[src/cmd_pkg.sv]
// Constants shared by the LIN master end and the LED driver command end.
// Assumes both ends run on one clock and exchange whole frames as bytes.
package cmd_pkg;
	// ==========================================================
	// Frame identifiers and byte values
	localparam logic [7:0] ID_OTP_WRITE = 8'he7;
	localparam logic [7:0] ID_MASTER_REQ = 8'h3c;
	localparam logic [7:0] SLEEP_FIRST = 8'h00;
	localparam logic [7:0] FILL_BYTE = 8'hff;
	localparam logic [1:0] NODE_LEAD = 2'b11;
	localparam logic [3:0] PTR_LEAD = 4'hf;
	// ==========================================================
	// Frame lengths in data bytes
	localparam logic [3:0] OTP_LEN = 4'h4;
	localparam logic [3:0] SLEEP_LEN = 4'h8;
	localparam logic [3:0] MAX_LEN = 4'h8;
	// ==========================================================
	// Byte positions inside the data field, and the NODE_RESET node value
	localparam logic [3:0] POS_NODE = 4'h0;
	localparam logic [3:0] POS_PTR = 4'h2;
	localparam logic [3:0] POS_VAL = 4'h3;
	localparam logic [5:0] NODE_RESET = 6'h00;

	// Classic checksum step: add with end-around carry.
	function automatic logic [7:0] csum_add(input logic [7:0] a,
		input logic [7:0] b);
		logic [8:0] s;
		s = {1'b0, a} + {1'b0, b};
		csum_add = s[7:0] + {7'h00, s[8]};
	endfunction
endpackage

[src/lin_frame_if.sv]
// Interface carrying LIN frames from master to slave as a byte stream.
// Assumes a shared clock; each byte is a one-cycle strobe.
`timescale 1ns/10ps
interface lin_frame_if;
	logic start;
	logic [7:0] byte_data;
	logic byte_valid;
	logic frame_end;
	modport master (output start, output byte_data, output byte_valid,
		output frame_end);
	modport slave (input start, input byte_data, input byte_valid,
		input frame_end);
endinterface

[src/lin_cmd_slave.sv]
// LED driver end: decodes OTP byte writes and the broadcast sleep frame.
// Assumes frames arrive as: start with identifier, data bytes, then
// the checksum byte marked by frame_end.
// Behaviour
// One valid addressed command writes one byte.
// Pointer in low nibble, upper nibble ones.
// Fourth data byte is stored whole.
// Master sends ones in pointer nibble, byte two.
// Master sends sleep with identifier 0x3C.
// First byte 0x00 means go to sleep.
// Master sends bytes two to eight as 0xFF.
// Sleep applies regardless of node address.
// OTP write needs matching node field.
// Bad checksum discards the frame.
`timescale 1ns/10ps
module lin_cmd_slave (
	input wire logic clk,
	input wire logic rst,
	lin_frame_if.slave bus,
	input wire logic [5:0] node_addr,
	output logic otp_we,
	output logic [3:0] otp_addr,
	output logic [7:0] otp_data,
	output logic sleep_req,
	output logic frame_err
);
	typedef enum logic [2:0] {
		IDLE = 3'b001,
		DATA = 3'b010,
		DONE = 3'b100
	} state_type;
	localparam logic [2:0] NODE_IDX = cmd_pkg::POS_NODE[2:0];
	localparam logic [2:0] PTR_IDX = cmd_pkg::POS_PTR[2:0];
	localparam logic [2:0] VAL_IDX = cmd_pkg::POS_VAL[2:0];
	state_type state_r;
	logic [7:0] id_r;
	logic [3:0] cnt_r;
	logic [7:0] sum_r;
	logic [7:0] buf_r [0:7];
	logic take_byte;
	logic decide;
	logic okay;
	logic is_otp;
	logic is_sleep;
	logic write_ok;
	logic sleep_ok;

	// ==========================================================
	// Helpers
	// Identifier and length must both agree before any byte is trusted.
	function automatic logic frame_is(input logic [7:0] id,
		input logic [3:0] cnt,
		input logic [7:0] want_id,
		input logic [3:0] want_len);
		frame_is = (id == want_id) && (cnt == want_len);
	endfunction

	// ==========================================================
	// Byte strobes
	// The checksum travels with frame_end and is never stored as data.
	assign take_byte = state_r == DATA && bus.byte_valid &&
		!bus.frame_end && !bus.start;
	assign decide = state_r == DATA && bus.frame_end && !bus.start;

	// ==========================================================
	// Frame state
	// A start always restarts capture, so a cut frame is simply dropped.
	always_ff @(posedge clk) begin
		if (rst) begin
			state_r <= IDLE;
		end else if (bus.start) begin
			state_r <= DATA;
		end else begin
			case (state_r)
				IDLE: state_r <= IDLE;
				DATA: begin
					if (bus.frame_end) begin
						state_r <= DONE;
					end
				end
				DONE: state_r <= IDLE;
				default: state_r <= IDLE;
			endcase
		end
	end

	always_ff @(posedge clk) begin
		if (rst) begin
			id_r <= 8'h00;
		end else if (bus.start) begin
			id_r <= bus.byte_data;
		end
	end

	// The count stops one past the longest frame, so an overlong frame
	// can never alias back onto a legal length.
	always_ff @(posedge clk) begin
		if (rst || bus.start) begin
			cnt_r <= 4'h0;
		end else if (take_byte && cnt_r <= cmd_pkg::MAX_LEN) begin
			cnt_r <= cnt_r + 4'h1;
		end
	end

	// The checksum covers data bytes only, so the identifier is left out.
	always_ff @(posedge clk) begin
		if (rst || bus.start) begin
			sum_r <= 8'h00;
		end else if (take_byte && cnt_r < cmd_pkg::MAX_LEN) begin
			sum_r <= cmd_pkg::csum_add(sum_r, bus.byte_data);
		end
	end

	always_ff @(posedge clk) begin
		if (take_byte && cnt_r < cmd_pkg::MAX_LEN) begin
			buf_r[cnt_r[2:0]] <= bus.byte_data;
		end
	end

	// ==========================================================
	// Decode at the checksum byte
	assign okay = (~sum_r) == bus.byte_data;
	assign is_otp = frame_is(id_r, cnt_r, cmd_pkg::ID_OTP_WRITE,
		cmd_pkg::OTP_LEN) &&
		buf_r[NODE_IDX] == {cmd_pkg::NODE_LEAD, node_addr} &&
		buf_r[PTR_IDX][7:4] == cmd_pkg::PTR_LEAD;
	// Any node identity is ignored here on purpose.
	assign is_sleep = frame_is(id_r, cnt_r, cmd_pkg::ID_MASTER_REQ,
		cmd_pkg::SLEEP_LEN) &&
		buf_r[NODE_IDX] == cmd_pkg::SLEEP_FIRST;
	assign write_ok = decide && okay && is_otp;
	assign sleep_ok = decide && okay && is_sleep;

	// ==========================================================
	// Outputs
	always_ff @(posedge clk) begin
		if (rst) begin
			otp_we <= 1'b0;
		end else begin
			otp_we <= write_ok;
		end
	end

	// Address and data hold after the pulse for a slow memory port.
	always_ff @(posedge clk) begin
		if (rst) begin
			otp_addr <= 4'h0;
			otp_data <= 8'h00;
		end else if (write_ok) begin
			otp_addr <= buf_r[PTR_IDX][3:0];
			otp_data <= buf_r[VAL_IDX];
		end
	end

	// Sleep is sticky: waking belongs to the bus wake-up logic.
	always_ff @(posedge clk) begin
		if (rst) begin
			sleep_req <= 1'b0;
		end else if (sleep_ok) begin
			sleep_req <= 1'b1;
		end
	end

	always_ff @(posedge clk) begin
		if (rst) begin
			frame_err <= 1'b0;
		end else begin
			frame_err <= decide && !okay;
		end
	end
endmodule

[src/flat_wrapper.sv]
// flat-port wrapper written by rule: the top's interface ports become plain ports
module lin_cmd_slave_flat 
  (clk, rst, node_addr, otp_we, otp_addr, otp_data, sleep_req, frame_err, bus_start, bus_byte_data, bus_byte_valid, bus_frame_end);
  lin_frame_if bus_i ();
  input wire logic clk;
  input wire logic rst;
  input wire logic [5:0] node_addr;
  output logic otp_we;
  output logic [3:0] otp_addr;
  output logic [7:0] otp_data;
  output logic sleep_req;
  output logic frame_err;
  input wire logic [$bits(bus_i.start)-1:0] bus_start;
  input wire logic [$bits(bus_i.byte_data)-1:0] bus_byte_data;
  input wire logic [$bits(bus_i.byte_valid)-1:0] bus_byte_valid;
  input wire logic [$bits(bus_i.frame_end)-1:0] bus_frame_end;
  assign bus_i.start = bus_start;
  assign bus_i.byte_data = bus_byte_data;
  assign bus_i.byte_valid = bus_byte_valid;
  assign bus_i.frame_end = bus_frame_end;
  lin_cmd_slave u_core (.clk(clk), .rst(rst), .bus(bus_i), .node_addr(node_addr), .otp_we(otp_we), .otp_addr(otp_addr), .otp_data(otp_data), .sleep_req(sleep_req), .frame_err(frame_err));
endmodule
[config.mk]
export PLATFORM = sky130hd
export DESIGN_NAME = lin_cmd_slave_flat
export DESIGN_NICKNAME = d
export VERILOG_FILES = /design/src/cmd_pkg.sv /design/src/lin_frame_if.sv /design/src/lin_cmd_slave.sv /design/src/flat_wrapper.sv
export SDC_FILE = /design/constraint.sdc
export NUM_CORES = 1
export LEC_CHECK = 0
export ABC_AREA = 1
export ABC_CLOCK_PERIOD_IN_PS = 2900
export BUFFER_PORTS_ARGS = -buffer_cell sky130_fd_sc_hd__buf_2
export CAP_MARGIN = 20
export CORE_ASPECT_RATIO = 1.25
export CORE_MARGIN = 2
export CORE_UTILIZATION = 30
export CTS_CLUSTER_SIZE = 12
export DETAILED_ROUTE_END_ITERATION = 6
export PLACE_DENSITY = 0.54
export SETUP_SLACK_MARGIN = 0.5
export SLEW_MARGIN = 25
export SYNTH_ARGS = -nofsm -noshare
export SYNTH_HDL_FRONTEND = slang
export SYNTH_SLANG_ARGS = --single-unit
[constraint.sdc]
create_clock -name clk -period 2.9 [get_ports clk]
set_clock_uncertainty 0.2 [all_clocks]
set_input_delay 0.725 -clock clk [delete_from_list [all_inputs] [get_ports clk]]
set_output_delay 0.725 -clock clk [all_outputs]
set_load 0.03 [all_outputs]
Word level (Yosys, flattened, before mapping)
Memories as Yosys holds them, arrays and structs flattened. A register that Yosys moved wholly into a read port is not among the register bits.
Cells that the tools add are included.
- equality and inequality tests: 9
- muxes and demuxes: 5
- order comparisons: 2
- reduce and logical (&&, ||, !) cells: 22
- $add $sub $neg: 3
- bitwise logic cells: 2
- operator list (cell ; count):
    == test 8 bit ; 2
    logical AND 1 bit ; 16
    adder 8 x 8 -> 9 bit ; 1
    adder 8 x 1 -> 8 bit ; 1
    == test 4 bit, second input constant ; 2
    == test 8 x 6 -> 1 bit, second input constant ; 1
    == test 8 bit, second input constant ; 1
    zero test 8 bit ; 1
    inverter 8 bit ; 1
    2-to-1 mux 2 bit ; 3
    adder 4 x 1 -> 4 bit, second input constant ; 1
    == test 4 x 3 -> 1 bit, second input constant ; 1
    <= comparator 4 bit, second input constant ; 1
    < comparator 4 bit, second input constant ; 1
    == test 3 x 2 -> 1 bit, second input constant ; 1
    zero test 1 bit ; 3
    inequality test 3 bit, second input constant ; 1
    OR reduction 3 bit ; 1
    2-to-1 mux 1 bit ; 2
    logical OR 1 bit ; 1
    inverter 1 bit ; 1
- logic and storage cells: 53
- memories: 1
- input bits: 19
- RAM bits: 64
- output and inout bits: 15
- register bits: 30
- memory list (name ; depth ; width ; read ports ; clocked after Yosys merged registers in ; wr ports ; RTL line ; RTL):
    u_core.buf_r ; 8 ; 8 ; 3 ; 1 ; 1 ; lin_cmd_slave.sv:39 ; logic [7:0] buf_r [0:7];

Logic depth before layout (Yosys ltp)
- depth in word-level cells: 7
- gate-level depth with buffers: 16
- gate-level depth less buffers: 16

Least setup slack after synthesis
OpenSTA, ideal clock, no wires.
- path kind: input -> register
- start: input port bus_byte_data[0]
- end: register u_core.sum_r[6]
- stages on the path: 15
- data arrival time: 2.660 ns
- path buffers: 0
- data required time: 2.591 ns
- setup slack: -0.068 ns
- library setup time: 0.109 ns
- cells stage by stage: ha_1 fa_1 nand3_1 nand2_1 a221o_1 ha_1 ha_1 inv_1 nor2_1 nand2_1 nor2_1 nand3_1 nand3_1 nand2_1 inv_1
- word-level cells in the longest chain between the ends: 2
- ends and longest elaborated chain (element ; RTL line ; RTL):
    start, declared ; flat_wrapper.sv:14 ; input wire logic [$bits(bus_i.byte_data)-1:0] bus_byte_data;
    adder 8 x 8 -> 9 bit ; cmd_pkg.sv:28 ; s = {1'b0, a} + {1'b0, b};
    adder 8 x 1 -> 8 bit ; cmd_pkg.sv:29 ; csum_add = s[7:0] + {7'h00, s[8]};
    end signal, assigned ; lin_cmd_slave.sv:110 ; sum_r <= cmd_pkg::csum_add(sum_r, bus.byte_data);
    end, declared ; lin_cmd_slave.sv:38 ; logic [7:0] sum_r;
Every way passes these cells.
A chain may end at the register's enable or synchronous reset.

Worst setup path in the final report
- start: input port bus_byte_data[0]
- end: register u_core.sum_r[5]
The elaborated chain is that of the path after synthesis.

==> summary.md <==
| Metric | Value |
|---|---|
| RD Place Congestion | `0.8347` |
| Yosys warns | `0` |
| Finished Core Util | `41.91%` |
| Post-CTS Hold Buffers | `0` |
| Root buf cell | `clkbuf_16` |
| Final min period | `2649 ps` |
| Clock power frac | `51.2%` |
| Slowest CP cell | `fa_2` |
| Leak | `0.001763 uW` |
| Post-synth ARST share | `0%` |
| Antenna violations before repair | `0` |
| Crit path launch type | `input port` |
| Vias per std cell | `4.495` |
| P&R area growth vs syn | `36.87%` |
| Number of global-route vias before repair | `2,555` |
| Synth Instances | `351` |
| Mapped Area | `2912 um2` |
| Ant diodes | `0` |
| Register area share after synthesis | `50.88%` |
| RSZ-0062 raised after global routing | `yes` |
| I/O Buffers | `33` |
| Drt wl/cell | `12.88 um` |
| Overflow after GRT | `0` |
| Hold crit path type | `flip-flop to flip-flop` |
| # DRC | `0` |
| Critical Path Most Common Cell | `buf_4` |
| CP Cell Sequence | `buf_8 > ha_4 > fa_2 > nand3_2 > nand2_2 > a221o_1 > ha_2 > buf_4 > buf_4 > buf_4 > nand4_1 > nand3_1 > nand2_1 > inv_1` |
| DP HPWL | `5496 um` |
| Status | `finished, final reports clean` |
| Final period util | `91.36%` |
| First-pass GRT wire length | `11,920 um` |
| DR pass1 iterations | `4` |
| CP arrival | `2670 ps` |
| Most used flip-flop cell after synthesis | `dfxtp_1` |
| Fmax | `377.4 MHz` |
| Final hold violations | `0` |
| CTS sink count | `62` |
| Die Span X | `92.12 um` |
| Pins Over Slew Limit | `0` |
| Vias | `2,526` |
| H-Tree Depth | `3` |
| Global Route Usage Sum | `14.67%` |
| Largest net degree at the start of global routing | `23` |
| Critical-path maximum fanout | `2` |
| Inst Count DP | `534` |
| Effective utilization at floorplan | `30.62%` |
| Total core area | `9509 um2` |
| Pwr dens | `540.7 nW/um2` |
| WS Path Type | `input port to flip-flop` |
| Multi-input gate area | `1356 um2` |
| Unique masters post-synth | `29` |
| Int Pwr | `1707 uW` |
| Rows | `40` |
| Clk slew on worst S/H paths | `50 ps` |
| Sw frac | `20.76%` |
| Slew @ Worst Pin | `577.6 ps` |
| CP Data Required Time | `2920 ps` |
| TritonCTS buffer count | `9` |
| Synth Area in XOR/XNOR | `1.504%` |
| Detail Route Antenna Nets | `0` |
| # Max-Cap Violations | `0` |
| Nets@finish | `464` |
| Largest family of logic cells by synthesized area | `simple AND/OR/NAND/NOR gates` |
| Layout cells sized above 1 | `28.44%` |
| Top-Level Pins | `34` |
| Mapped Nets | `384` |
| Sequential Power Share | `42.8%` |
| Post-route insts no fill | `562` |
| Post-Layout Inst Area | `3985 um2` |
| Register area | `1481 um2` |
| Post-synthesis compound-gate area fraction | `8.251%` |
| Post-Route WL | `7237 um` |
| Syn_area_per_cell | `8.295 um2` |
| Dpl cell area | `3465 um2` |
| Crit. End Element | `flip-flop` |
| Worst rel slew slack | `61.45%` |
| Detailed Route Iter0 Violations | `108` |
| Clock buffer depth | `2` |
| # setup viols final | `0` |
| Psw | `447.3 uW` |
| CTS tree | `built` |
| Setup_tns | `0 ps` |
| Die Span Y | `114.1 um` |
| Adder-Cell Fraction of Synth Area | `6.274%` |
| Worst IR Drop VDD | `0.2681 mV` |
| Filler cells | `974` |
| Number of synthesized register bits | `62` |
| Multiplexer area fraction after synthesis | `0%` |
| Simple-Gate Fraction of Synth Area | `25.66%` |
| Overall die area | `10,510 um2` |
| Number of synthesized flops with an enable pin | `24` |
| Crit-path max cell delay | `350 ps` |
| Combinational cell fraction of total power | `6.0%` |
| Clk Latency, worst-skew pair | `330 ps` |
-- metrics by stage --
step | hold slack (ps) | worst slack (ps) | total power, uW
after floorplan | 247.9 | 127.8 | 995.7
after global placement | 238.0 | -126.9 | 1059
after detailed placement | 241.2 | -164.8 | 1060
after CTS | 250.2 | 241.3 | 2171
after global routing | 281.7 | 155.4 | 2238
final | 248.6 | 250.6 | 2155
-- cells in the final DEF (no fill, tap or decap), types with 3 or more instances in the layout --
cell type,instances
ha_1,6
buf_4,41
edfxtp_1,24
nand3_1,20
a21oi_1,11
inv_2,6
xor2_1,5
nand2_2,3
buf_2,32
inv_1,40
nor2_1,59
o21ai_0,16
nor3_2,5
nor3_1,12
ha_4,6
clkbuf_16,10
dfxtp_1,38
o21ai_1,14
nand4_1,5
nand2_1,53
-- power by group through the flow --
stage          sequential (uW)  combinational, uW  clock (uW)
2_1_floorplan              938               58.2           0
3_3_place_gp               939                120           0
3_5_place_dp               939                121           0
4_1_cts                    921                125        1130
5_1_grt                    922                146        1170
6_report                   922                130        1100
-- final timing paths --
kind	start	endpoint	slack [ps]	cells after the start
worst max-delay path	bus_byte_data[0]	u_core.sum_r[5]	250	14
worst min-delay path	u_core.sleep_req	u_core.sleep_req	250	2
worst max register to register	u_core.sum_r[0]	u_core.sum_r[5]	390	13
worst min register to register	u_core.sleep_req	u_core.sleep_req	250	2
-- cells in the mapped netlist, drive strengths merged, types with 3 or more instances --
cell | count | area (um2)
nor2 | 63 | 246.5
nand2 | 56 | 210.2
inv | 46 | 172.7
dfxtp | 38 | 760.7
o21ai | 31 | 155.1
edfxtp | 24 | 720.7
nand3 | 22 | 115.1
nor3 | 18 | 100.1
ha | 13 | 162.7
a21oi | 12 | 60.06
nand4 | 5 | 31.28
xor2 | 5 | 43.79
buf | 4 | 32.53
clkbuf | 3 | 11.26
nor4 | 3 | 18.77
or2 | 3 | 18.77
-- cell families after synthesis --
family                   count (synthesis)
XOR/XNOR                                 5
AND/OR/NAND/NOR                        171
adder cells (fa/ha/maj)                 14
AO/OA/AOI/OAI                           46
buffers and inverters                   53
flip-flops                              62
-- registers in the layout, summed over array words and instances, names as in the netlist --
signal            cells
u_core.frame_err      1
u_core.otp_we         1
u_core.id_r           8
u_core.otp_data       8
u_core.state_r        3
u_core.buf_r         24
u_core.cnt_r          4
u_core.otp_addr       4
u_core.sum_r          8
u_core.sleep_req      1
-- layer usage --
layer | track usage [%] | part of all wire [%] | vias to the layer above
met3 | 3.292 | 3.3 | 18
li1 | - | - | 1320
met1 | 15.81 | 42 | 1149
met5 | 0 | 0 | -
met4 | 6.468 | 2.9 | 0
met2 | 27.30 | 52 | 39
-- timing repair --
action	CTS	global route
cloned	0	0
pin swaps	10	12
setup endpoints to repair	8	20
buffers inserted	4	8
resized for setup	10	14
hold endpoints to repair	0	0
-- final cells by class --
cell class / instances / area share (%)
Tap cell: 126 / 3.956
Sequential cell: 62 / 37.17
Multi-Input combinational cell: 236 / 34.03
Clock inverter: 3 / 1.005
Inverter: 46 / 4.333
Clock buffer: 13 / 6.813
Timing Repair Buffer: 76 / 12.68
-- critical path: cells and delay by family --
kind / cells / cell delay, ps
and+or+nand+nor: 5 / 400
adders and majority gates: 3 / 700
AOI/OAI and AO/OA: 1 / 340
buffers and inverters: 5 / 500
(Power assumes the default switching activity.)
